<file path="config.mk">
export PLATFORM = sky130hd
export DESIGN_NAME = sws_top
export DESIGN_NICKNAME = d
export VERILOG_FILES = /design/src/sws_pkg.sv /design/src/sws_sense_if.sv /design/src/sws_sense.sv /design/src/sws_top.sv
export SDC_FILE = /design/constraint.sdc
export NUM_CORES = 1
export LEC_CHECK = 0
export ABC_AREA = 1
export BUFFER_PORTS_ARGS = -buffer_cell sky130_fd_sc_hd__buf_2
export CORE_MARGIN = 2
export CORE_UTILIZATION = 47
export DETAILED_ROUTE_END_ITERATION = 8
export MAX_ROUTING_LAYER = met4
export PLACE_DENSITY_LB_ADDON = 0.08
export SLEW_MARGIN = 20
export SYNTH_ARGS = -nofsm -noshare
export SYNTH_HDL_FRONTEND = slang
export SYNTH_SLANG_ARGS = --single-unit
</file>
<file path="constraint.sdc">
create_clock -name clk_i -period 3.2 [get_ports clk_i]
set_input_delay 0.64 -clock clk_i [delete_from_list [all_inputs] [get_ports clk_i]]
set_output_delay 0.64 -clock clk_i [all_outputs]
set_load 0.005 [all_outputs]
</file>
<file path="src/sws_pkg.sv">
// shared constants and types for the supply and wake status block
// What this block does
// [RQ1] Power-on, brown-out, reset-pin or watchdog reset sets the first-level reset flag.
// [RQ2] A reset event of any other level clears the first-level reset flag.
// [RQ3] Wake from Sleep or Deep Sleep by an IO event reads as IO wake flag 1.
// [RQ4] Timer wake reads timer-or-pulse flag 1 with pulse qualifier 0.
// [RQ5] Metering pulse wake reads timer-or-pulse flag 1 and pulse qualifier 1.
// [RQ6] Mains sense below 1.0 V sets the supply-loss flag, a power-down event.
// [RQ7] With power-down interrupt enabled, supply-loss flag rising raises the interrupt.
// [RQ8] Mains sense above 1.1 V keeps the supply-loss flag at 0.
// [RQ9] Mains sense above 1.1 V reads the line-supply flag as 1.
// [RQ10] Mains sense below 1.0 V keeps the line-supply flag at 0.
// [RQ11] Power detector is on after reset; writing detector-disable 1 turns it off.
// [RQ12] IO regulator level comes from regulator control bits 5 down to 3.
// [RQ13] Core supply level comes from regulator control bits 2 down to 0.
// [RQ14] Between 1.0 V and 1.1 V both supply flags keep their previous values.
package sws_pkg;
    // bus geometry: registers sit at word index, byte address is four times it
    localparam int unsigned WB_DW     = 32;
    localparam int unsigned WB_SW     = 4;
    localparam int unsigned IDX_W     = 16;
    localparam int unsigned ADR_W_MIN = 18;
    localparam int unsigned REG_W     = 8;

    // register indices
    localparam logic [15:0] IDX_SYSTEM_STATE = 16'h00A1;
    localparam logic [15:0] IDX_WAKE_DETECT  = 16'h00AF;
    localparam logic [15:0] IDX_REG_CTRL     = 16'h2866;
    localparam logic [15:0] IDX_IRQ_STATUS   = 16'h2870;
    localparam logic [15:0] IDX_IRQ_CLEAR    = 16'h2871;
    localparam logic [15:0] IDX_IRQ_ENABLE   = 16'h2872;

    // system_state fields
    localparam int unsigned SS_RESET_L1_BIT    = 5;
    localparam int unsigned SS_IO_WAKE_BIT     = 3;
    localparam int unsigned SS_TIMER_PULSE_BIT = 2;
    localparam int unsigned SS_SUPPLY_LOSS_BIT = 1;
    localparam int unsigned SS_LINE_BIT        = 0;

    // wake_detect_register field
    localparam int unsigned WD_PULSE_QUAL_BIT = 3;

    // regulator_control fields and reset value
    localparam int unsigned RC_DET_DIS_BIT  = 7;
    localparam int unsigned RC_IO_SEL_LSB   = 3;
    localparam int unsigned RC_CORE_SEL_LSB = 0;
    localparam int unsigned SEL_W           = 3;
    localparam logic [7:0]  REG_CTRL_RST    = 8'h00;
    localparam logic [7:0]  REG_CTRL_MASK   = 8'hBF;

    // interrupt bits, same layout in status, clear and enable
    localparam int unsigned IRQ_W           = 4;
    localparam int unsigned IRQ_SUPPLY_LOSS = 0;
    localparam int unsigned IRQ_LINE_UP     = 1;
    localparam int unsigned IRQ_RESET_L1    = 2;
    localparam int unsigned IRQ_WAKE        = 3;
    localparam logic [3:0]  IRQ_ENABLE_RST  = 4'h0;

    typedef enum logic [1:0] {
        SWS_SUP_NONE,
        SWS_SUP_LINE,
        SWS_SUP_LOST
    } sws_supply_e;

    typedef enum logic [1:0] {
        SWS_WAKE_NONE,
        SWS_WAKE_IO,
        SWS_WAKE_TIMER,
        SWS_WAKE_PULSE
    } sws_wake_e;
endpackage

</file>
<file path="src/sws_sense_if.sv">
`timescale 1ns/1ps
// supply tracker status carried between the sense tracker and the register block
interface sws_sense_if;
    import sws_pkg::*;
    logic        enable;
    sws_supply_e state;
    logic        loss_evt;
    logic        line_evt;

    modport sense (
        input  enable,
        output state,
        output loss_evt,
        output line_evt
    );
    modport ctrl (
        output enable,
        input  state,
        input  loss_evt,
        input  line_evt
    );
endinterface

</file>
<file path="src/sws_sense.sv">
`timescale 1ns/1ps
// mains sense synchroniser and hysteresis tracker
module sws_sense (
    // clock and reset
    input  wire logic  clk_i,
    input  wire logic  rst_i,
    // comparator outputs of the divided mains sense, asynchronous
    input  wire logic  above_hi_i,
    input  wire logic  below_lo_i,
    // status towards the register block
    sws_sense_if.sense sense
);
    import sws_pkg::*;

    wire  [1:0]  raw;
    wire  [1:0]  sync;
    sws_supply_e state;
    sws_supply_e next_state;
    logic        loss_evt;
    logic        line_evt;

    assign raw = {below_lo_i, above_hi_i};

    for (genvar i = 0; i < 2; i++) begin : g_sync
        logic meta_q;
        logic sync_q;
        always_ff @(posedge clk_i) begin
            if (rst_i) begin
                meta_q <= 1'b0;
                sync_q <= 1'b0;
            end else begin
                meta_q <= raw[i];
                sync_q <= meta_q;
            end
        end
        assign sync[i] = sync_q;
    end

    // low wins over high so a glitching divider never reports line power
    always_comb begin
        next_state = state;
        if (sense.enable) begin
            if (sync[1]) begin
                next_state = SWS_SUP_LOST; // [RQ6] [RQ10]
            end else if (sync[0]) begin
                next_state = SWS_SUP_LINE; // [RQ9] [RQ8]
            end
        end
    end

    // inside the band neither comparator fires, so the state holds
    always_ff @(posedge clk_i) begin
        if (rst_i) begin
            state <= SWS_SUP_NONE;
        end else begin
            state <= next_state; // [RQ14]
        end
    end

    always_ff @(posedge clk_i) begin
        if (rst_i) begin
            loss_evt <= 1'b0;
            line_evt <= 1'b0;
        end else begin
            loss_evt <= (next_state == SWS_SUP_LOST) && (state != SWS_SUP_LOST);
            line_evt <= (next_state == SWS_SUP_LINE) && (state != SWS_SUP_LINE);
        end
    end

    assign sense.state    = state;
    assign sense.loss_evt = loss_evt;
    assign sense.line_evt = line_evt;
endmodule

</file>
<file path="src/sws_top.sv">
// Added by the designer: the Wishbone register port.
`timescale 1ns/1ps
// supply and wake status block: wishbone registers, cause flags and interrupt
module sws_top #(
    parameter int unsigned ADR_W = 18
) (
    // clock and reset
    input  wire  logic                       clk_i,
    input  wire  logic                       rst_i,
    // wishbone classic slave
    input  wire  logic                       wb_cyc_i,
    input  wire  logic                       wb_stb_i,
    input  wire  logic                       wb_we_i,
    input  wire  logic [ADR_W-1:0]           wb_adr_i,
    input  wire  logic [sws_pkg::WB_SW-1:0]  wb_sel_i,
    input  wire  logic [sws_pkg::WB_DW-1:0]  wb_dat_i,
    output logic       [sws_pkg::WB_DW-1:0]  wb_dat_o,
    output logic                             wb_ack_o,
    // divided mains sense comparators, asynchronous
    input  wire  logic                       sense_above_hi_i,
    input  wire  logic                       sense_below_lo_i,
    // reset and wake events, one-cycle pulses on clk_i
    input  wire  logic                       por_bor_evt_i,
    input  wire  logic                       ext_reset_pin_evt_i,
    input  wire  logic                       wdt_overflow_evt_i,
    input  wire  logic                       other_level_reset_evt_i,
    input  wire  logic                       io_wake_evt_i,
    input  wire  logic                       timer_wake_evt_i,
    input  wire  logic                       pulse_wake_evt_i,
    // regulator and detector controls
    output logic                             detector_disable_o,
    output logic       [sws_pkg::SEL_W-1:0]  io_regulator_level_sel_o,
    output logic       [sws_pkg::SEL_W-1:0]  core_regulator_level_sel_o,
    // supply status and interrupt
    output logic                             line_supply_flag_o,
    output logic                             supply_loss_flag_o,
    output logic                             irq_o
);
    import sws_pkg::*;

    if (ADR_W < ADR_W_MIN) begin : g_bad_adr_w
        $error("ADR_W too small to reach the register indices");
    end

    sws_sense_if sense_if ();

    logic             bus_req;
    logic             wr_stb;
    logic             wr_ctrl;
    logic             wr_clear;
    logic             wr_enable;
    logic             l1_evt;
    logic             wake_evt;
    logic             reset_l1;
    sws_wake_e        wake;
    logic [REG_W-1:0] reg_ctrl;
    logic [IRQ_W-1:0] irq_status;
    logic [IRQ_W-1:0] irq_enable;
    logic [IRQ_W-1:0] irq_evt;
    wire  [IRQ_W-1:0] next_irq_status;
    logic [REG_W-1:0] ss_val;
    logic [REG_W-1:0] wd_val;
    logic [WB_DW-1:0] next_dat;

    // true when the word address selects the given register index
    function automatic logic hit(input logic [ADR_W-1:0] adr, input logic [15:0] idx);
        hit = adr[ADR_W-1:2] == (ADR_W-2)'(idx);
    endfunction

    sws_sense u_sense (
        .clk_i      (clk_i),
        .rst_i      (rst_i),
        .above_hi_i (sense_above_hi_i),
        .below_lo_i (sense_below_lo_i),
        .sense      (sense_if.sense)
    );

    // the comparators only run while the detector is powered
    assign sense_if.enable = ~reg_ctrl[RC_DET_DIS_BIT]; // [RQ11]

    // ------------------------------------------------------------------
    // bus handshake
    // ------------------------------------------------------------------

    // a new request is seen only while ack is low, so each cycle acks once
    assign bus_req = wb_cyc_i && wb_stb_i && !wb_ack_o;

    always_ff @(posedge clk_i) begin
        if (rst_i) begin
            wb_ack_o <= 1'b0;
        end else begin
            wb_ack_o <= bus_req;
        end
    end

    // writes land on the edge at which the master samples ack
    assign wr_stb    = wb_cyc_i && wb_stb_i && wb_we_i && wb_ack_o && wb_sel_i[0];
    assign wr_ctrl   = wr_stb && hit(wb_adr_i, IDX_REG_CTRL);
    assign wr_clear  = wr_stb && hit(wb_adr_i, IDX_IRQ_CLEAR);
    assign wr_enable = wr_stb && hit(wb_adr_i, IDX_IRQ_ENABLE);

    // ------------------------------------------------------------------
    // reset and wake cause flags
    // ------------------------------------------------------------------

    assign l1_evt   = por_bor_evt_i || ext_reset_pin_evt_i || wdt_overflow_evt_i;
    assign wake_evt = io_wake_evt_i || timer_wake_evt_i || pulse_wake_evt_i;

    // a first-level event beats another level arriving in the same cycle
    always_ff @(posedge clk_i) begin
        if (rst_i) begin
            reset_l1 <= 1'b0;
        end else if (l1_evt) begin
            reset_l1 <= 1'b1; // [RQ1]
        end else if (other_level_reset_evt_i) begin
            reset_l1 <= 1'b0; // [RQ2]
        end
    end

    // only the latest wake cause is kept; any reset event forgets it
    always_ff @(posedge clk_i) begin
        if (rst_i) begin
            wake <= SWS_WAKE_NONE;
        end else if (pulse_wake_evt_i) begin
            wake <= SWS_WAKE_PULSE; // [RQ5]
        end else if (timer_wake_evt_i) begin
            wake <= SWS_WAKE_TIMER; // [RQ4]
        end else if (io_wake_evt_i) begin
            wake <= SWS_WAKE_IO; // [RQ3]
        end else if (l1_evt || other_level_reset_evt_i) begin
            wake <= SWS_WAKE_NONE;
        end
    end

    // ------------------------------------------------------------------
    // regulator control
    // ------------------------------------------------------------------

    // bit 6 has no function and is never stored
    always_ff @(posedge clk_i) begin
        if (rst_i) begin
            reg_ctrl <= REG_CTRL_RST; // [RQ11]
        end else if (wr_ctrl) begin
            reg_ctrl <= wb_dat_i[REG_W-1:0] & REG_CTRL_MASK; // [RQ11] [RQ12] [RQ13]
        end
    end

    assign detector_disable_o         = reg_ctrl[RC_DET_DIS_BIT]; // [RQ11]
    assign io_regulator_level_sel_o   = reg_ctrl[RC_IO_SEL_LSB +: SEL_W]; // [RQ12]
    assign core_regulator_level_sel_o = reg_ctrl[RC_CORE_SEL_LSB +: SEL_W]; // [RQ13]

    // pin copies of the supply flags, one cycle behind the tracker
    always_ff @(posedge clk_i) begin
        if (rst_i) begin
            line_supply_flag_o <= 1'b0;
            supply_loss_flag_o <= 1'b0;
        end else begin
            line_supply_flag_o <= sense_if.state == SWS_SUP_LINE; // [RQ9] [RQ10]
            supply_loss_flag_o <= sense_if.state == SWS_SUP_LOST; // [RQ6] [RQ8]
        end
    end

    // ------------------------------------------------------------------
    // interrupts
    // ------------------------------------------------------------------

    always_comb begin
        irq_evt                  = '0;
        irq_evt[IRQ_SUPPLY_LOSS] = sense_if.loss_evt; // [RQ7]
        irq_evt[IRQ_LINE_UP]     = sense_if.line_evt;
        irq_evt[IRQ_RESET_L1]    = l1_evt;
        irq_evt[IRQ_WAKE]        = wake_evt;
    end

    // an event in the same cycle as its clear keeps the bit set
    for (genvar b = 0; b < IRQ_W; b++) begin : g_irq
        assign next_irq_status[b] = irq_evt[b] ||
                                    (irq_status[b] && !(wr_clear && wb_dat_i[b]));
    end

    always_ff @(posedge clk_i) begin
        if (rst_i) begin
            irq_status <= '0;
        end else begin
            irq_status <= next_irq_status;
        end
    end

    always_ff @(posedge clk_i) begin
        if (rst_i) begin
            irq_enable <= IRQ_ENABLE_RST;
        end else if (wr_enable) begin
            irq_enable <= wb_dat_i[IRQ_W-1:0];
        end
    end

    // registered so the pin is glitch free; costs one cycle of latency
    always_ff @(posedge clk_i) begin
        if (rst_i) begin
            irq_o <= 1'b0;
        end else begin
            irq_o <= |(irq_status & irq_enable); // [RQ7]
        end
    end

    // ------------------------------------------------------------------
    // read path
    // ------------------------------------------------------------------

    always_comb begin
        ss_val                     = '0;
        ss_val[SS_RESET_L1_BIT]    = reset_l1; // [RQ1] [RQ2]
        ss_val[SS_IO_WAKE_BIT]     = wake == SWS_WAKE_IO; // [RQ3]
        ss_val[SS_TIMER_PULSE_BIT] = (wake == SWS_WAKE_TIMER) ||
                                     (wake == SWS_WAKE_PULSE); // [RQ4] [RQ5]
        ss_val[SS_SUPPLY_LOSS_BIT] = sense_if.state == SWS_SUP_LOST; // [RQ6] [RQ8]
        ss_val[SS_LINE_BIT]        = sense_if.state == SWS_SUP_LINE; // [RQ9] [RQ10]
    end

    always_comb begin
        wd_val                    = '0;
        wd_val[WD_PULSE_QUAL_BIT] = wake == SWS_WAKE_PULSE; // [RQ4] [RQ5]
    end

    // unmapped and write-only indices read as zero
    always_comb begin
        next_dat = '0;
        if (hit(wb_adr_i, IDX_SYSTEM_STATE)) begin
            next_dat[REG_W-1:0] = ss_val;
        end else if (hit(wb_adr_i, IDX_WAKE_DETECT)) begin
            next_dat[REG_W-1:0] = wd_val;
        end else if (hit(wb_adr_i, IDX_REG_CTRL)) begin
            next_dat[REG_W-1:0] = reg_ctrl;
        end else if (hit(wb_adr_i, IDX_IRQ_STATUS)) begin
            next_dat[IRQ_W-1:0] = irq_status;
        end else if (hit(wb_adr_i, IDX_IRQ_ENABLE)) begin
            next_dat[IRQ_W-1:0] = irq_enable;
        end
    end

    // data is captured with the request and held while ack is high
    always_ff @(posedge clk_i) begin
        if (rst_i) begin
            wb_dat_o <= '0;
        end else if (bus_req) begin
            wb_dat_o <= next_dat;
        end
    end
endmodule

</file>
Word level (Yosys, flattened, before mapping)
Cells that the tools add are included.
{ "totals": {"reg_bits": 38, "mem_bits_ro": 0, "memories": 0, "output_inout_bits": 43, "ram_bits": 0, "latch_bits": 0, "word_cells": 84} }
{ "op_classes": {"reduce_logical": 36, "div_mod_pow": 0, "n_lt_le_gt_ge": 0, "add_sub_neg": 0, "mux": 15, "mul": 0, "eq_ne": 15, "bitwise": 1, "n_shift": 0} }
{ "ops": {"columns": ["operator", "count"], "rows": [
  ["16-bit by 14-bit equality test with 1-bit output (second input constant)", 4],
  ["16-bit by 8-bit equality test with 1-bit output (second input constant)", 2],
  ["1-bit logical AND", 18],
  ["4-bit two-way mux", 4],
  ["8-bit two-way mux", 2],
  ["2-bit two-way mux", 7],
  ["1-bit logical OR", 10],
  ["2-bit equality test (second input constant)", 4],
  ["2-bit by 1-bit equality test with 1-bit output (second input constant)", 3],
  ["1-bit logical NOT", 5],
  ["4-bit AND", 1],
  ["4-bit nonzero test", 1],
  ["4-bit OR reduction", 1],
  ["1-bit two-way mux", 2],
  ["2-bit by 1-bit inequality test with 1-bit output (second input constant)", 1],
  ["2-bit inequality test (second input constant)", 1],
  ["2-bit nonzero test", 1]
]} }

Longest topological paths before layout
{ "depth": {"word_depth": 9, "ltp_mapped": 11, "ltp_nobuf": 11} }

Hierarchy
From an unflattened synthesis, not the netlist that was laid out.
{ "hier_totals": {"hier_cells": 287, "hier_area_um2": 2005.7} }
{ "by_module_without_submodules": {"columns": ["mod", "seq_area_each_um2", "area_per_inst_um2", "cells_each", "instances"], "rows": [
  ["sws_top", 580.6, 1751.7, 255, 1],
  ["sws_sense", 160.2, 254.0, 32, 1]
]} }

Least setup slack after synthesis
Ideal clock, no wire load.
{ "synth_path": {"path_kind": "input to register", "start": "input wb_adr_i[11]", "end": "register irq_status[0]", "required_ps": 3072, "t_arrival_ps": 1449, "setup_ps": 128, "cell_stages": 8, "path_slack_ps": 1623, "cell_sequence": "nor2_2 nand2_2 nor2_8 nand2_4 nor2_4 nand2_1 a21oi_1 nor2_1"} }
{ "synth_between": {"elab_chain_len": 6} }
{ "synth_lines": {"columns": ["item", "line", "source"], "rows": [
  ["from (decl)", "sws_top.sv:14", "input wire logic [ADR_W-1:0] wb_adr_i,"],
  ["16-bit by 14-bit equality test with 1-bit output", "sws_top.sv:67", "hit = adr[ADR_W-1:2] == (ADR_W-2)'(idx);"],
  ["1-bit logical AND", "sws_top.sv:99", "assign wr_clear = wr_stb && hit(wb_adr_i, IDX_IRQ_CLEAR);"],
  ["1-bit logical AND", "sws_top.sv:178", "(irq_status[b] && !(wr_clear && wb_dat_i[b]));"],
  ["1-bit logical NOT", "sws_top.sv:178", null],
  ["1-bit logical AND", "sws_top.sv:178", null],
  ["1-bit logical OR", "sws_top.sv:177", "assign next_irq_status[b] = irq_evt[b] ||"],
  ["to (signal assigned)", "sws_top.sv:185", "irq_status <= next_irq_status;"],
  ["to (decl)", "sws_top.sv:57", "logic [IRQ_W-1:0] irq_status;"]
]} }
Every way passes these cells.
A chain may end at the register's enable or synchronous reset.

Worst setup path in the final report
{ "layout_path": {"start": "input wb_cyc_i", "end": "register wb_dat_o[3] (netlist name)"} }
{ "layout_between": {"elab_chain_len": 2} }
{ "layout_lines": {"columns": ["item", "line", "source"], "rows": [
  ["from (decl)", "sws_top.sv:11", "input wire logic wb_cyc_i,"],
  ["1-bit logical AND (2 in series)", "sws_top.sv:86", "assign bus_req = wb_cyc_i && wb_stb_i && !wb_ack_o;"],
  ["to (signal assigned)", "sws_top.sv:246", "wb_dat_o <= next_dat;"],
  ["to (decl)", "sws_top.sv:17", "output logic [sws_pkg::WB_DW-1:0] wb_dat_o,"]
]} }
Every way passes these cells.

==> results.txt <==
----------------------------------------------------
[Run status]
  Status ... complete, no violations

[Job]
  Count of maximum capacitance violations ... 0

[Placed design]
  Instance count after placement with tap cells included ... 370
  Half-perimeter wire length of the detailed placement result ... between 3000 and 4000 um
  Placer's final routability congestion estimate ... 0.873
  Buffers on Ports ... 55

[STA]
  Headroom to the max-slew limit ... 48.3%
  Shortest period the worst path allows ... 1.61 ns
  Setup TNS after final layout ... 0 ns
  Timing-limited maximum frequency ... ~0.62 GHz
  Count of final hold-check violations ... 0
  Setup repair after global routing missed its margin ... false
  Final max-slew violation count ... 0
  Slew at the pin closest to its max-slew limit ... 0.772 ns
  # setup viols final ... 0
  Final worst-path cycle share ... 50.2%
  Setup Skew ... between 0.003 and 0.004 ns
  Tightest hold margin ... 0.404 ns

[Synth]
  Combinational family with the most area after synthesis ... simple AND/OR/NAND/NOR gates
  Netlist cell types ... 30
  Top area cells in the synthesized netlist ... dfxtp_1 (38%), buf_4 (9.6%), nand2_1 (8.1%), nor2_1 (7.7%), inv_1 (6.4%)
  Top-count cell post-synth ... nand2_1
  Async S/R FF share, synth ... 0%
  Arithmetic-cell share of the synthesized area counting full adders, half adders and majority gates ... 0%
  Fraction of synthesized cell area taken by the top area cell type ... about two fifths
  Post-synth EDFFs ... 0
  Number of storage elements in the synthesis netlist ... 37
  Number of warnings issued by yosys ... 0
  Synth area leader ... dfxtp_1
  Synth Area per Inst ... 7.19 um^2
  Fraction of the mapped netlist area in simple logic gates ... 32.9%
  Complex-gate fraction of the synthesized area ... 10.9%
  Most common library cells after synthesis ... nand2_1 (42), nor2_1 (40), dfxtp_1 (37)
  Number of standard cells after synthesis ... 271
  Post-synthesis mux area share ... 0%
  Post-Syn Area ... between 0.0015 and 0.002 mm^2
  Sequential element share of the synthesized area ... 38.0%
  Dominant synthesized flop cell ... dfxtp_1
  Area share of xor/xnor cells in the synthesized design ... 0%

[Setup path]
  R2r endpoint ... wb_dat_o[3]$_SDFFE_PP0P_
  Worst path slowest cell ... nor2_1
  Buffers and inverters on the worst path ... 3
  Kind of cell with the highest combined delay on the critical path ... simple AND/OR/NAND/NOR gates
  R2R Setup Slk ... 1.73 ns
  Launching element type of the critical path ... input port
  Number of cells on the worst reg-to-reg path ... 6
  Ordered list of cells on the worst path ... buf_2 > nand2_1 > nor2_1 > o21ai_1 > inv_1 > nand3_1 > nand2_1 > inv_1
  Crit-path max FO ... 13
  Worst stage delay on the critical path ... 0.60 ns
  R2r startpoint ... wb_ack_o$_SDFF_PP0_
  Crit Path Category ... input port to flip-flop
  Data required time of the critical path ... between 3 and 4 ns
  Kind of end point of the critical path ... flip-flop
  Arrival @ worst endpoint ... 1.79 ns

[CTS]
  Cell at the root of the clock tree ... clkbuf_8
  Post-CTS setup repair buffer count ... 0
  Clock Latency Late Sink ... roughly 0.28 ns
  Clock transition at the registers of the reported paths ... about 0.070 ns
  TritonCTS Sinks ... 37
  Resize count post-CTS ... 0
  Clock Path Buffers ... 2
  Clock tree from TritonCTS ... yes
  Number of buffers added to fix hold violations after cts ... 0
  CTS buffer count ... 5
  H-tree depth ... 2

[Routing]
  Via count ... 1763
  Post-detailed-route via-to-cell ratio ... between 4 and 5
  Detailed-router iteration count before antenna repair ... 4
  DR DRC count ... 0
  Violation count after the first detailed-routing iteration ... 76
  Routed wire length ... 4110 um
  Final routed wire length divided by cell count ... 10.9 um
  Post-DRT Antenna Nets ... 0

[Worst hold path]
  Class of the tightest hold or removal check ... flip-flop to flip-flop
  Hold_sp ... u_sense.g_sync[1].meta_q$_SDFF_PP0_
  Hold Path Depth ... 2
  Destination of the worst hold path ... u_sense.g_sync[1].sync_q$_SDFF_PP0_

[Floorplan]
  Initial Util ... 48.7%
  Boundary pin count ... approximately 110
  Height of the chip ... 68.4 um
  Std cell rows ... 23
  Die Width ... 68.4 um
  Core area ... 0.00400 mm^2
  Floorplan die area ... about 0.0047 mm^2

[Global route]
  First-pass GRT wire length ... 6510 um
  Maximum number of pins on one net before global-route repair ... 23
  Remaining global-route overflow ... 0
  Number of global-route vias before repair ... 1460
  Aggregate global-route resource usage ... about a fifth
  Antenna violations before repair ... 0

[Finish]
  Antenna diode instance count ... 0
  Net count, final ... 395
  Share of cells above drive strength 1 ... 25.3%
  Layout-stage area growth over the synthesis result ... 17.0%
  Final non-filler cell total ... 378
  End-of-flow core utilization ... 57.0%

[Pwr]
  Pwr dens ... roughly 430 mW/mm^2
  Worst vdd rail ir drop ... 0.280 mV
  Cell leakage power ... 1.20 nW

----------------------------------------------------
## worst max path at each step
stage / slack [ns] / cells after the start / from / to
finish: 1.59 / 8 / wb_cyc_i / wb_dat_o[3]$_SDFFE_PP0P_
global placement: 1.31 / 9 / wb_adr_i[4] / wb_dat_o[0]$_SDFFE_PP0P_
CTS: 1.60 / 8 / wb_adr_i[11] / reg_ctrl[5]$_SDFFE_PP0P_
floorplan: 1.62 / 8 / wb_adr_i[11] / irq_status[0]$_SDFF_PP0_
global route: 1.47 / 8 / wb_cyc_i / wb_dat_o[3]$_SDFFE_PP0P_
detailed placement: 1.30 / 8 / wb_cyc_i / wb_dat_o[3]$_SDFFE_PP0P_
## logic make-up (layout without fill, tap and decap cells)
logic type	count (synthesis)	count (layout)
compound gates	39	39
other cells	1	25
flops	37	37
buf+inv	66	99
simple gates	128	128
## cells in the final DEF (no fill, tap or decap), types with 2 or more instances in the layout
cell type	netlist	final
inv_1	33	33
conb_1	1	25
nor2_1	40	40
nand2_1	42	42
inv_2	3	3
nor2_4	3	3
nor3_1	12	12
nor2_2	3	3
nand3_2	3	3
nand2_4	2	2
nand3_1	9	9
dfxtp_1	37	37
a21oi_1	15	15
a21oi_2	3	3
buf_2	0	55
o21ai_0	18	18
nand4_1	7	7
clkbuf_8	0	6
## state kept, by name (all words and copies together), names as in the netlist
register,cells
irq_o,1
u_sense.sense.loss_evt,1
u_sense.g_sync.sync_q,2
wb_dat_o,7
irq_status,4
supply_loss_flag_o,1
u_sense.g_sync.meta_q,2
u_sense.sense.state,2
wake,2
reset_l1,1
reg_ctrl,7
u_sense.sense.line_evt,1
irq_enable,4
line_supply_flag_o,1
wb_ack_o,1
## per-layer routing
layer | GRT usage [%] | part of all wire [%]
met5 | - | 0
met4 | 6.50 | 0.92
met3 | 5.26 | 8.1
met2 | 29.7 | 44
met1 | 24.3 | 46
## worst min-delay path: cells and delay by family (launching register included)
family	cells	cell delay, ns
buffers and inverters	1	0.04
AND/OR/NAND/NOR	1	0.03
flip-flops	1	0.30
## metrics by stage
stage / cell area [um^2] / power, mW / worst slack (ns)
global route: 2280 / 1.04 / 1.47
CTS: 2280 / 0.999 / 1.60
finish: 2280 / 0.988 / 1.59
detailed placement: 2160 / 0.584 / 1.30
floorplan: 2040 / 0.564 / 1.62
global placement: 2160 / 0.583 / 1.31
## cell type report
class	count	area, um^2
clock buffers	7	86.3
inverters	36	135
multi-input cells	192	948
well taps	50	62.6
clock inverters	1	30.0
flip-flops and latches	37	741
fillers	394	1720
repair buffers	55	275
## where the power goes
group / switching, mW / total [mW] / leakage [nW] / internal [mW]
Clock: 0.160 / 0.414 / 0.0585 / 0.254
Combinational: 0.0552 / 0.0909 / 0.836 / 0.0357
Sequential: 0.00774 / 0.483 / 0.302 / 0.475
Total: 0.223 / 0.988 / 1.20 / 0.765
(Power assumes the default switching activity.)
